### src/logic/acp_map.svh
// Register map, field positions, reset values and timing counts of the
// converter configuration port. Included by the package and the top module.
`ifndef ACP_MAP_SVH
`define ACP_MAP_SVH

`define ACP_ADDR_SOFT_RESET      7'h00
`define ACP_ADDR_POWER_DOWN      7'h01
`define ACP_ADDR_OUT_CLK_TIMING  7'h02
`define ACP_ADDR_OUTPUT_MODE     7'h03

`define ACP_SOFT_RESET_BIT       7
`define ACP_PD_MASK              8'h03
`define ACP_TIMING_MASK          8'h0F
`define ACP_OUTMODE_MASK         8'h03
`define ACP_TIMING_INV_BIT       3
`define ACP_TIMING_PHASE_HI      2
`define ACP_TIMING_PHASE_LO      1
`define ACP_TIMING_DCS_BIT       0

`define ACP_REG_RESET_VAL        8'h00
`define ACP_WORD_BITS            16
`define ACP_WORD_CNT_W           5

`define ACP_PD_NORMAL            2'h0
`define ACP_PD_NAP               2'h1
`define ACP_PD_UNUSED            2'h2
`define ACP_PD_SLEEP             2'h3

`define ACP_OM_CMOS              2'h0
`define ACP_OM_DDR_LVDS          2'h1
`define ACP_OM_DDR_CMOS          2'h2

`define ACP_SLEEP_WAKE_US        2000
`define ACP_NAP_WAKE_SAMPLES     100
`define ACP_NAP_SETTLE_US        50

`endif

### src/logic/acp_pkg.sv
// Types shared by the converter configuration port.
// Assumes acp_map.svh sits in the include path.
`include "acp_map.svh"

package acp_pkg;

	typedef enum logic [1:0] {
		ACP_PWR_NORMAL = `ACP_PD_NORMAL,
		ACP_PWR_NAP    = `ACP_PD_NAP,
		ACP_PWR_UNUSED = `ACP_PD_UNUSED,
		ACP_PWR_SLEEP  = `ACP_PD_SLEEP
	} acp_power_t;

	typedef enum logic [1:0] {
		ACP_OUT_CMOS     = `ACP_OM_CMOS,
		ACP_OUT_DDR_LVDS = `ACP_OM_DDR_LVDS,
		ACP_OUT_DDR_CMOS = `ACP_OM_DDR_CMOS,
		ACP_OUT_UNUSED   = 2'h3
	} acp_out_mode_t;

	// Gray coded: idle -> shift -> done
	typedef enum logic [1:0] {
		ACP_ST_IDLE  = 2'b00,
		ACP_ST_SHIFT = 2'b01,
		ACP_ST_DONE  = 2'b11
	} acp_state_t;

endpackage : acp_pkg

### src/logic/acp_config_port.sv
// Configuration port of a sampling converter: strap-selected parallel or
// serial programming, mode registers and power-down decode.
// Assumes all port pins are asynchronous to i_sys_clk and the serial clock
// is much slower than i_sys_clk (at least four system clocks per half).
//
// Contract
// - Sleep powers down whole converter, via register or serial-data pin in parallel.
// - Nap powers down core only, references stay; host allows 100 cycles.
// - Nap reachable only through power-down register in serial mode.
// - Mode-select high makes port pins static option levels, not serial.
// - Parallel mode: chip-select low stabilizer off, high on.
// - Parallel mode: serial clock low full-rate CMOS, high DDR LVDS 3.5mA.
// - Mode-select low forms serial port; one 16-bit word per write.
// - Transfer spans chip-select low; first 16 rising edges sampled only.
// - Word is read/write flag, seven address bits, eight data bits, MSB first.
// - Flag low writes register; high reads back, no update, input ignored.
// - Serial output open-drain, pulls low only; reader supplies pull-up.
// - Reset register bit 7 clears all registers; self-clears at write end.
// - Reset register is write-only; bits 6 to 0 have no effect.
// - Power-down field: 00 normal, 01 nap, 11 sleep, 10 unused.
// - Timing bit 3 inverts the output clock pair polarity.
// - Timing bits 2-1 delay output clock 0, 45, 90 or 135 degrees.
// - Timing bit 0 enables the clock duty-cycle stabilizer.
// - Output mode: 00 CMOS, 01 DDR LVDS, 10 DDR CMOS, 11 unused.
`timescale 1ns/1ns
`default_nettype none
`include "acp_map.svh"

module acp_config_port (
	input  wire logic               i_sys_clk,
	input  wire logic               i_rst_b,
	input  wire logic               i_port_mode_select_pin,
	input  wire logic               i_cs_b,
	input  wire logic               i_sck,
	input  wire logic               i_sdi,
	output var  logic               o_sdo,
	output var  logic               o_sdo_oe_b,
	output var  acp_pkg::acp_power_t    o_power_state,
	output var  logic               o_core_powered,
	output var  logic               o_refs_powered,
	output var  logic               o_duty_cycle_stabilizer_en,
	output var  logic               o_out_clock_invert,
	output var  logic [1:0]         o_out_clock_phase_field,
	output var  acp_pkg::acp_out_mode_t o_output_mode_field,
	output var  logic               o_lvds_internal_term_en
);
	import acp_pkg::*;

	// =====================================================================
	// Input synchronisers
	// =====================================================================
	logic [1:0] par_sync_r;
	logic [1:0] cs_sync_r;
	logic [1:0] sck_sync_r;
	logic [1:0] sdi_sync_r;
	logic       sck_prev_r;

	always_ff @(posedge i_sys_clk or negedge i_rst_b) begin
		if (!i_rst_b) begin
			par_sync_r <= 2'h0;
			cs_sync_r  <= 2'h3;
			sck_sync_r <= 2'h0;
			sdi_sync_r <= 2'h0;
			sck_prev_r <= 1'b0;
		end else begin
			par_sync_r <= {par_sync_r[0], i_port_mode_select_pin};
			cs_sync_r  <= {cs_sync_r[0], i_cs_b};
			sck_sync_r <= {sck_sync_r[0], i_sck};
			sdi_sync_r <= {sdi_sync_r[0], i_sdi};
			sck_prev_r <= sck_sync_r[1];
		end
	end

	logic par_mode;
	logic cs_b_s;
	logic sck_s;
	logic sdi_s;
	logic sck_rise;
	logic sck_fall;

	assign par_mode = par_sync_r[1];
	assign cs_b_s   = cs_sync_r[1];
	assign sck_s    = sck_sync_r[1];
	assign sdi_s    = sdi_sync_r[1];
	assign sck_rise = sck_s & ~sck_prev_r;
	assign sck_fall = ~sck_s & sck_prev_r;

	// =====================================================================
	// Serial transfer engine
	// =====================================================================
	acp_state_t                 state_r;
	logic [`ACP_WORD_CNT_W-1:0] bit_cnt_r;
	logic [`ACP_WORD_BITS-1:0]  shift_r;
	logic                       active;

	// serial port only with mode-select low
	// pins are static levels in parallel mode
	assign active = ~par_mode & ~cs_b_s;

	always_ff @(posedge i_sys_clk or negedge i_rst_b) begin
		if (!i_rst_b) begin
			state_r   <= ACP_ST_IDLE;
			bit_cnt_r <= '0;
			shift_r   <= '0;
		end else begin
			case (state_r)
				ACP_ST_IDLE: begin
					bit_cnt_r <= '0;
					if (active) begin
						state_r <= ACP_ST_SHIFT;
					end
				end
				ACP_ST_SHIFT: begin
					if (!active) begin
						state_r <= ACP_ST_IDLE;
					end else if (sck_rise) begin
						shift_r   <= {shift_r[`ACP_WORD_BITS-2:0], sdi_s};
						bit_cnt_r <= bit_cnt_r + `ACP_WORD_CNT_W'(1);
						if (bit_cnt_r == `ACP_WORD_CNT_W'(`ACP_WORD_BITS - 1)) begin
							state_r <= ACP_ST_DONE;
						end
					end
				end
				ACP_ST_DONE: begin
					if (!active) begin
						state_r <= ACP_ST_IDLE;
					end
				end
				default: begin
					state_r <= ACP_ST_IDLE;
				end
			endcase
		end
	end

	// Word fields once 16 bits have arrived
	logic       word_read;
	logic [6:0] word_addr;
	logic [7:0] word_data;
	logic       word_end;

	assign word_read = shift_r[15];
	assign word_addr = shift_r[14:8];
	assign word_data = shift_r[7:0];
	// Write commits when chip-select rises after a full word
	assign word_end  = (state_r == ACP_ST_DONE) & ~active;

	// =====================================================================
	// Mode control registers
	// =====================================================================
	logic [1:0] power_down_field_r;
	logic [3:0] timing_r;
	logic [1:0] output_mode_field_r;
	logic       wr_en;

	// only a write flag updates a register
	assign wr_en = word_end & ~word_read;

	always_ff @(posedge i_sys_clk or negedge i_rst_b) begin
		if (!i_rst_b) begin
			power_down_field_r  <= 2'(`ACP_REG_RESET_VAL);
			timing_r            <= 4'(`ACP_REG_RESET_VAL);
			output_mode_field_r <= 2'(`ACP_REG_RESET_VAL);
		end else if (wr_en) begin
			case (word_addr)
				`ACP_ADDR_SOFT_RESET: begin
					// bits 6 to 0 have no effect
					if (word_data[`ACP_SOFT_RESET_BIT]) begin
						power_down_field_r  <= 2'(`ACP_REG_RESET_VAL);
						timing_r            <= 4'(`ACP_REG_RESET_VAL);
						output_mode_field_r <= 2'(`ACP_REG_RESET_VAL);
					end
				end
				`ACP_ADDR_POWER_DOWN: begin
					power_down_field_r <= word_data[1:0];
				end
				`ACP_ADDR_OUT_CLK_TIMING: begin
					timing_r <= word_data[3:0];
				end
				`ACP_ADDR_OUTPUT_MODE: begin
					output_mode_field_r <= word_data[1:0];
				end
				default: begin
					power_down_field_r <= power_down_field_r;
				end
			endcase
		end
	end

	// =====================================================================
	// Read-back on the open-drain serial output
	// =====================================================================
	logic [7:0] rd_data;

	always_comb begin
		rd_data = 8'h00;
		// Address completes with the bit taken on the eighth rise
		case ({shift_r[5:0], sdi_s})
			`ACP_ADDR_POWER_DOWN:     rd_data = {6'h00, power_down_field_r};
			`ACP_ADDR_OUT_CLK_TIMING: rd_data = {4'h0, timing_r};
			`ACP_ADDR_OUTPUT_MODE:    rd_data = {6'h00, output_mode_field_r};
			default:                  rd_data = 8'h00;
		endcase
	end

	logic [7:0] rd_shift_r;
	logic       rd_on_r;
	logic       sdo_low_r;

	always_ff @(posedge i_sys_clk or negedge i_rst_b) begin
		if (!i_rst_b) begin
			rd_shift_r <= 8'h00;
			rd_on_r    <= 1'b0;
			sdo_low_r  <= 1'b0;
		end else if (!active || state_r != ACP_ST_SHIFT) begin
			rd_on_r   <= 1'b0;
			sdo_low_r <= 1'b0;
		end else if (sck_rise && bit_cnt_r == `ACP_WORD_CNT_W'(7)) begin
			// load after the address; input data ignored
			rd_on_r    <= shift_r[6];
			rd_shift_r <= rd_data;
		end else if (sck_fall && rd_on_r) begin
			// Present next bit on falling edge, MSB first
			sdo_low_r  <= ~rd_shift_r[7];
			rd_shift_r <= {rd_shift_r[6:0], 1'b0};
		end
	end

	// open drain, only ever pulls low
	always_ff @(posedge i_sys_clk or negedge i_rst_b) begin
		if (!i_rst_b) begin
			o_sdo      <= 1'b0;
			o_sdo_oe_b <= 1'b1;
		end else begin
			o_sdo      <= 1'b0;
			o_sdo_oe_b <= ~sdo_low_r;
		end
	end

	// =====================================================================
	// Mode outputs
	// =====================================================================
	acp_power_t    pwr_sel;
	acp_out_mode_t om_sel;
	logic          dcs_sel;

	always_comb begin
		if (par_mode) begin
			// no nap option in parallel mode
			pwr_sel = sdi_s ? ACP_PWR_SLEEP : ACP_PWR_NORMAL;
			// serial clock pin picks output mode
			om_sel  = sck_s ? ACP_OUT_DDR_LVDS : ACP_OUT_CMOS;
			dcs_sel = cs_b_s;
		end else begin
			pwr_sel = acp_power_t'(power_down_field_r);
			om_sel  = acp_out_mode_t'(output_mode_field_r);
			dcs_sel = timing_r[`ACP_TIMING_DCS_BIT];
		end
	end

	always_ff @(posedge i_sys_clk or negedge i_rst_b) begin
		if (!i_rst_b) begin
			o_power_state              <= ACP_PWR_NORMAL;
			o_core_powered             <= 1'b1;
			o_refs_powered             <= 1'b1;
			o_duty_cycle_stabilizer_en <= 1'b0;
			o_output_mode_field        <= ACP_OUT_CMOS;
			o_lvds_internal_term_en    <= 1'b0;
		end else begin
			o_power_state              <= pwr_sel;
			o_core_powered             <= (pwr_sel == ACP_PWR_NORMAL) ||
			                              (pwr_sel == ACP_PWR_UNUSED);
			o_refs_powered             <= (pwr_sel != ACP_PWR_SLEEP);
			o_duty_cycle_stabilizer_en <= dcs_sel;
			o_output_mode_field        <= om_sel;
			o_lvds_internal_term_en    <= 1'b0;
		end
	end

	// Clock timing options exist only in serial mode
	always_ff @(posedge i_sys_clk or negedge i_rst_b) begin
		if (!i_rst_b) begin
			o_out_clock_invert      <= 1'b0;
			o_out_clock_phase_field <= 2'h0;
		end else if (par_mode) begin
			o_out_clock_invert      <= 1'b0;
			o_out_clock_phase_field <= 2'h0;
		end else begin
			o_out_clock_invert      <= timing_r[`ACP_TIMING_INV_BIT];
			o_out_clock_phase_field <=
				timing_r[`ACP_TIMING_PHASE_HI:`ACP_TIMING_PHASE_LO];
		end
	end

endmodule : acp_config_port
`default_nettype wire

### config.mk
export PLATFORM = sky130hd
export DESIGN_NAME = acp_config_port
export DESIGN_NICKNAME = d
export VERILOG_FILES = /design/src/logic/acp_pkg.sv /design/src/logic/acp_config_port.sv
export VERILOG_INCLUDE_DIRS = /design/src /design/src/logic
export SDC_FILE = /design/constraint.sdc
export NUM_CORES = 1
export LEC_CHECK = 0
export ABC_AREA = 1
export ABC_CLOCK_PERIOD_IN_PS = 3670
export BUFFER_PORTS_ARGS = -buffer_cell sky130_fd_sc_hd__buf_2
export CORE_AREA = 4 4 87 89
export CTS_CLUSTER_DIAMETER = 150
export DETAILED_ROUTE_END_ITERATION = 7
export DIE_AREA = 0 0 91 93
export GPL_TIMING_DRIVEN = 1
export PLACE_DENSITY_LB_ADDON = 0.12
export SLEW_MARGIN = 20
export SYNTH_ARGS = -nofsm -noshare
export SYNTH_HDL_FRONTEND = slang
export SYNTH_SLANG_ARGS = --single-unit
### constraint.sdc
create_clock -name i_sys_clk -period 3.67 [get_ports i_sys_clk]
set_input_delay 1.101 -clock i_sys_clk [delete_from_list [all_inputs] [get_ports i_sys_clk]]
set_output_delay 1.101 -clock i_sys_clk [all_outputs]
set_load 0.02 [all_outputs]
==> results of run 1 <==
==> cells in the mapped netlist (2+ instances only) <==
library cell and instances:
a21oi_1 4, buf_2 4, buf_4 2, buf_6 3
dfrtp_1 56, dfstp_2 5, ha_1 2, inv_1 40
inv_2 5, nand2_1 68, nand2_2 2, nand2_4 3
nand3_1 21, nand3_2 2, nand4_1 9, nor2_1 13
nor2_2 4, o21ai_0 9, o21ai_1 15, o22ai_1 3
==> area by class of cell <==
type                       instances  area [sq um]
fill                             671          3740
timing repair buffer              18          95.1
inverter                          46           175
sequential                        61          1530
tap                               80           100
clock buffer                       9           124
clock inverter                     7           100
multi-input combinational        170           893
==> flip-flops by register name, indices dropped and copies added (netlist names), 2 cells and up <==
name	flops
timing_r	4
sck_sync_r	2
power_down_field_r	2
bit_cnt_r	5
shift_r	16
output_mode_field_r	2
o_output_mode_field	2
par_sync_r	2
o_out_clock_phase_field	2
rd_shift_r	8
sdi_sync_r	2
state_r	2
cs_sync_r	2
o_power_state	2
==> per-layer routing <==
| layer | vias to the layer above | track usage [%] | routed length, um |
|---|---|---|---|
| met5 | - | 0 | 0 |
| met3 | 11 | 3.06 | 150 |
| met1 | 820 | 17.9 | 2570 |
| li1 | 942 | - | - |
| met2 | 26 | 18.7 | 2110 |
| met4 | 0 | 7.16 | 117 |
==> kinds of logic (layout without fill, tap and decap cells) <==
logic type                 Yosys count  after routing
buffers and inverters               55             80
and+or+nand+nor                    129            129
AOI/OAI and AO/OA                   34             34
xor gates and xnor gates             1              1
adders and majority gates            2              2
other                                1              2
muxes                                2              2
DFF                                 61             61
==> where the power goes <==
part           leakage [uW]  switching, uW  internal, uW
Combinational      0.000556           73.3          27.8
Clock              0.000102            276           384
Sequential         0.000809           18.4           692
==> path summary, 6_finish.rpt <==
check,startpoint,end,slack [ns],depth (start not counted)
setup / recovery,o_refs_powered,o_refs_powered,1.57,1
hold / removal,sck_sync_r[0],sck_sync_r[1],0.35,0
setup reg to reg,par_sync_r[1],timing_r[3],2.01,5
hold reg to reg,sck_sync_r[0],sck_sync_r[1],0.35,0
max in group asynchronous,i_rst_b,cs_sync_r[1],2.25,2
min in group asynchronous,i_rst_b,par_sync_r[1],0.71,1
==> stage by stage <==
stage / instances / hold WS (ns) / util, % / power (uW)
floorplan: 286 / 0.331 / - / 794
detailed placement: 375 / 0.343 / 41.4 / 827
finish: 391 / 0.354 / 44.7 / 1470
CTS: 391 / 0.354 / 44.7 / 1490
global placement: 375 / 0.335 / 41.4 / 826
global route: 391 / 0.358 / 44.7 / 1540
==> results.yml, run 1 <==
sta:
  finalHoldViolCount: 0
  fmax_mhz: 475
  finalWorstSetupSlack_ns: 1.57
  rsz0062_at_grt: "false"
  setup_viol: 0
  post-route-period-util_pct: 57.3
  max_slew_margin_pct: 58.8
  drv_slew: 0
  finalCriticalPeriod_ns: 2.10
  clock_skew_ns: 0.00555
  tns_ns: 0
  tightest_slew_ns: 0.613
critical_path:
  cp.arrival_ns: 1.00
  startpoint_type: "register"
  critPathBufInv: 1
  critical_path.top_delay_family: "flip-flops"
  critPathCaptureType: "output port"
  critPathSlowestCell: "dfstp_2"
  cp_cell_sequence: "buf_2"
  path_max_fanout: 1
  critPathMaxStageDelay_ns: 0.52
  cp.required_ns: 2.57
  worst-setup-path-type: "reg2out"
cells_and_area:
  final_common_cell: "nand2_1"
  drive_gt1_share_pct: 20.3
  mostFrequentLayoutCells: "nand2_1 (68), dfrtp_1 (56), inv_1 (40)"
  final_cell_area_sq_um: 3020
  area_growth_pct: 13.3
  diodes: 0
  final_nets: 314
synthesis:
  synth_xor_area_share_pct: 0.328
  synth_mux_area_share_pct: 0.798
  yosys_warnings: 0
  synth_area_leaders: "dfrtp_1 (53%), nand2_1 (9.6%), inv_1 (5.6%)"
  netlist_area_sq_um: 2670
  synthDistinctLibCells: 35
  synthFlopType: "dfrtp_1"
  synthArstFlopShare_pct: 100
  avgSynthCellArea_sq_um: 9.36
  synth-simple-area-share_pct: 24.3
  synth_top_family_by_area: "simple AND/OR/NAND/NOR gates"
  synthCells: 285
  ys_seq_elements: 61
  synth_top_area_share_pct: 52.6
  synth_edf_count: 0
  synthAdderAreaFrac_pct: 0.939
  synth_area_leader_cell: "dfrtp_1"
  seq_area_frac_synth_pct: 57.5
  synth_compound_area_share_pct: 6.85
routing:
  num_vias: 1799
  wl_per_cell_um: 12.7
  via_per_inst: 4.60
  drt-total-wl_mm: 4.95
  drt-initial-drc-count: 93
  ant_nets: 0
  firstDrtPassIters: 4
  route.detailed.drc: 0
placed_design:
  io_buffers: 16
  post-place-ws_ns: 1.84
  placed_cell_area_sq_um: 2800
  dp.final_hpwl_mm: 3.64
  gp_congestion: 0.765
global_routing:
  grt_pass1_vias: 1756
  grtUsageTotal_pct: 12.9
  overflow: 0
  grt_max_degree: 34
  grt_pass1_wl_mm: 8.49
  antenna_found_initial: 0
clocking:
  numCtsBuffers: 9
  path_clk_slew_ns: 0.07
  clock_latency_ns: 0.34
  h-tree-depth: 3
  hold_buffers: 0
  cts_resized: 0
  cts.sinks: 61
  clockBufferDepth: 2
  cts_tree: "done"
  cts-root-buf: "clkbuf_8"
  post-cts-setup-buffers: 0
die:
  die_h_um: 93
  io_pins: 19
  start_util_pct: 39.5
  core-area_sq_um: 6760
  die_w_um: 91
  rows: 30
  die_area_sq_um: 8460
pwr:
  p_leak_uw: 0.00147
  ir_drop_v: 0.000195
  power_density_nw_per_um2: 487
run_status:
  status: "finished, final reports clean"
hold_path:
  hp-class: "reg2reg"
job:
  maxCapViolCount: 0
Note: power is estimated with default switching activity, not from simulation.
==> inputs of run 2 (changes only) <==
Settings changed: ABC_AREA 1 to 0, ABC_CLOCK_PERIOD_IN_PS 3670 to 2000, CORE_AREA 4 4 87 89 to 4 4 85 87, DIE_AREA 0 0 91 93 to 0 0 89 91.
Clock period 3.67 ns to 2 ns, I/O delays scaled along.
==> run 2 against run 1 <==
Effect of this change:
- die area down 4.3%
- clock power up 79%
- synthesized cell count down 35%
- clock skew up 0.0019 ns
- critical endpoint is now rd_shift_r[1]
- non-clock buffer count up 4
- hold slack worse by 0.087 ns
- setup slack worse by 1.2 ns
- first-iteration DRC count down 32%
- total power up 75%
- combinational power about the same
- synthesized area down 5.9%
- core utilization up 1.3 points
==> results.yml, run 2 <==
synthesis:
  synth_area_leaders: "dfrtp_1 (56%), mux2_2 (5.4%), dfstp_2 (5.2%)"
  synth-simple-area-share_pct: 11.9
  seq_area_frac_synth_pct: 61.1
  synthArstFlopShare_pct: 100
  synthCells: 184
  synthDistinctLibCells: 50
  synth_edf_count: 0
  synth_common_cells: "dfrtp_1 (56), mux2_2 (12), a22o_1 (10)"
  yosysMostFrequentCell: "dfrtp_1"
  synthFlopType: "dfrtp_1"
  synth_top_area_share_pct: 55.8
  ys_seq_elements: 61
  synth_top_family_by_area: "compound AO/OA/AOI/OAI gates"
  netlist_area_sq_um: 2510
  synth_compound_area_share_pct: 13.2
  synthAdderAreaFrac_pct: 0.997
  yosys_warnings: 0
  synth_area_leader_cell: "dfrtp_1"
  synth_mux_area_share_pct: 9.97
  avgSynthCellArea_sq_um: 13.6
  synth_xor_area_share_pct: 0
routing:
  drt-initial-drc-count: 63
  via_per_inst: 5.30
  firstDrtPassIters: 4
  drt-total-wl_mm: 4.67
  ant_nets: 0
  num_vias: 1552
  route.detailed.drc: 0
  wl_per_cell_um: 15.9
clocking:
  cts_resized: 0
  clock_latency_ns: 0.33
  hold_buffers: 0
  path_clk_slew_ns: 0.07
  cts_tree: "done"
  cts-root-buf: "clkbuf_8"
  clockBufferDepth: 2
  cts.sinks: 61
  h-tree-depth: 3
  numCtsBuffers: 9
  post-cts-setup-buffers: 0
sta:
  fmax_mhz: 600
  post-route-period-util_pct: 83.3
  finalHoldViolCount: 0
  tns_ns: 0
  rsz0062_at_grt: "false"
  setup_viol: 0
  clock_skew_ns: 0.00744
  finalCriticalPeriod_ns: 1.67
  drv_slew: 0
job:
  maxCapViolCount: 0
global_routing:
  overflow: 0
  antenna_found_initial: 0
  grt_max_degree: 62
  grt_pass1_wl_mm: 8.04
  grt_pass1_vias: 1636
  grtUsageTotal_pct: 13.2
critical_path:
  worst-setup-path-type: "reg2reg"
  startpoint_type: "register"
  cp.arrival_ns: 1.88
  critPathCaptureType: "register"
  cp.required_ns: 2.22
  path_max_fanout: 6
  critPathMaxStageDelay_ns: 0.48
  critPathBufInv: 0
  cp_cell_sequence: "mux2_2 -> a22oi_1 -> nor3_1 -> o32a_1"
  r2r_slack_ns: 0.33
  critPathSlowestCell: "dfrtp_1"
  critical_path.top_delay_family: "compound AO/OA/AOI/OAI gates"
die:
  die_area_sq_um: 8100
  start_util_pct: 39.5
  core-area_sq_um: 6350
  die_w_um: 89
  rows: 29
  die_h_um: 91
  io_pins: 19
cells_and_area:
  regMostFlops: "shift_r"
  largest_reg_flops: 16
  final_nets: 220
  drive_gt1_share_pct: 33.3
  mostFrequentLayoutCells: "dfrtp_1 (56), buf_2 (16), mux2_2 (12)"
  reg.largest.list: "shift_r (16), rd_shift_r (8), bit_cnt_r (5)"
  diodes: 0
  stdcell_count: 293
  fillCellCount: 561
  area_growth_pct: 16.5
  final_common_cell: "dfrtp_1"
hold_path:
  hp-class: "in2async"
pwr:
  power_density_nw_per_um2: 879
  ir_drop_v: 0.000437
  p_leak_uw: 0.00137
placed_design:
  io_buffers: 16
  dp.final_hpwl_mm: 3.30
  dp_cells: 278
  gp_congestion: 0.782
run_status:
  status: "finished, final reports clean"
-- run 2: cell types whose count changed after synthesis, sizes merged, moves of 5 or more --
cell / delta
mux2: +18
nor2: -10
o21ai: -15
nand2: -68
nor2b: +5
inv: -38
a22o: +10
nand3: -21
nand4: -7
buf: -5
-- run 2: kinds of logic after synthesis --
group	count (synthesis)
multiplexers	20
AND/OR/NAND/NOR	42
adder cells (fa/ha/maj)	2
AO/OA/AOI/OAI	44
flip-flops	61
buffers and inverters	14
other	1
-- run 2: routing by layer --
layer	GRT usage, %	part of all wire (%)	vias to the layer above	routed length (um)
met4	7.82	2.5	0	119
li1	-	-	736	-
met2	20.0	48	31	2220
met1	16.8	46	775	2150
met5	0	0	-	0
met3	3.26	4.0	10	185
-- run 2: final cells by class --
class	count	area [sq um]	share of cell area (%)
timing repair buffer	22	138	4.71
sequential	61	1530	52.4
clock inverter	5	75.1	2.57
inverter	8	30.0	1.03
clock buffer	10	138	4.71
multi-input combinational	110	913	31.3
tap	77	96.3	3.30
-- run 2: worst register-to-register path, cell delays in order, from the launching register on --
cell     delay [ns]
dfrtp_1        0.48
mux2_2         0.36
a22oi_1        0.28
nor3_1         0.09
o32a_1         0.34
-- run 2: through the flow --
| stage | worst slack, ns | hold slack, ns | instance area, sq um | utilization [%] | power [uW] |
|---|---|---|---|---|---|
| after floorplan | 0.444 | 0.304 | 2510 | - | 1360 |
| after global placement | 0.365 | 0.332 | 2710 | 42.7 | 1420 |
| after detailed placement | 0.371 | 0.342 | 2710 | 42.7 | 1420 |
| after CTS | 0.351 | 0.274 | 2920 | 46.0 | 2610 |
| after global routing | 0.211 | 0.286 | 2920 | 46.0 | 2680 |
| final | 0.334 | 0.266 | 2920 | 46.0 | 2570 |
-- run 2: final timing paths --
kind / depth (start not counted) / end / from
min: 2 / shift_r[11] / i_rst_b
max reg2reg: 4 / rd_shift_r[1] / sdi_sync_r[1]
min in group i_sys_clk: 0 / par_sync_r[1] / par_sync_r[0]
min reg2reg: 0 / par_sync_r[1] / par_sync_r[0]
max in group asynchronous: 2 / cs_sync_r[0] / i_rst_b
max: 4 / rd_shift_r[1] / sdi_sync_r[1]
-- run 2: power by group --
part | total [uW] | leakage, uW | switching (uW) | internal, uW
Clock | 1180 | 0.000112 | 455 | 722
Combinational | 99.7 | 0.000443 | 62.5 | 37.2
Sequential | 1290 | 0.000812 | 31.4 | 1260
Total | 2570 | 0.00137 | 549 | 2020
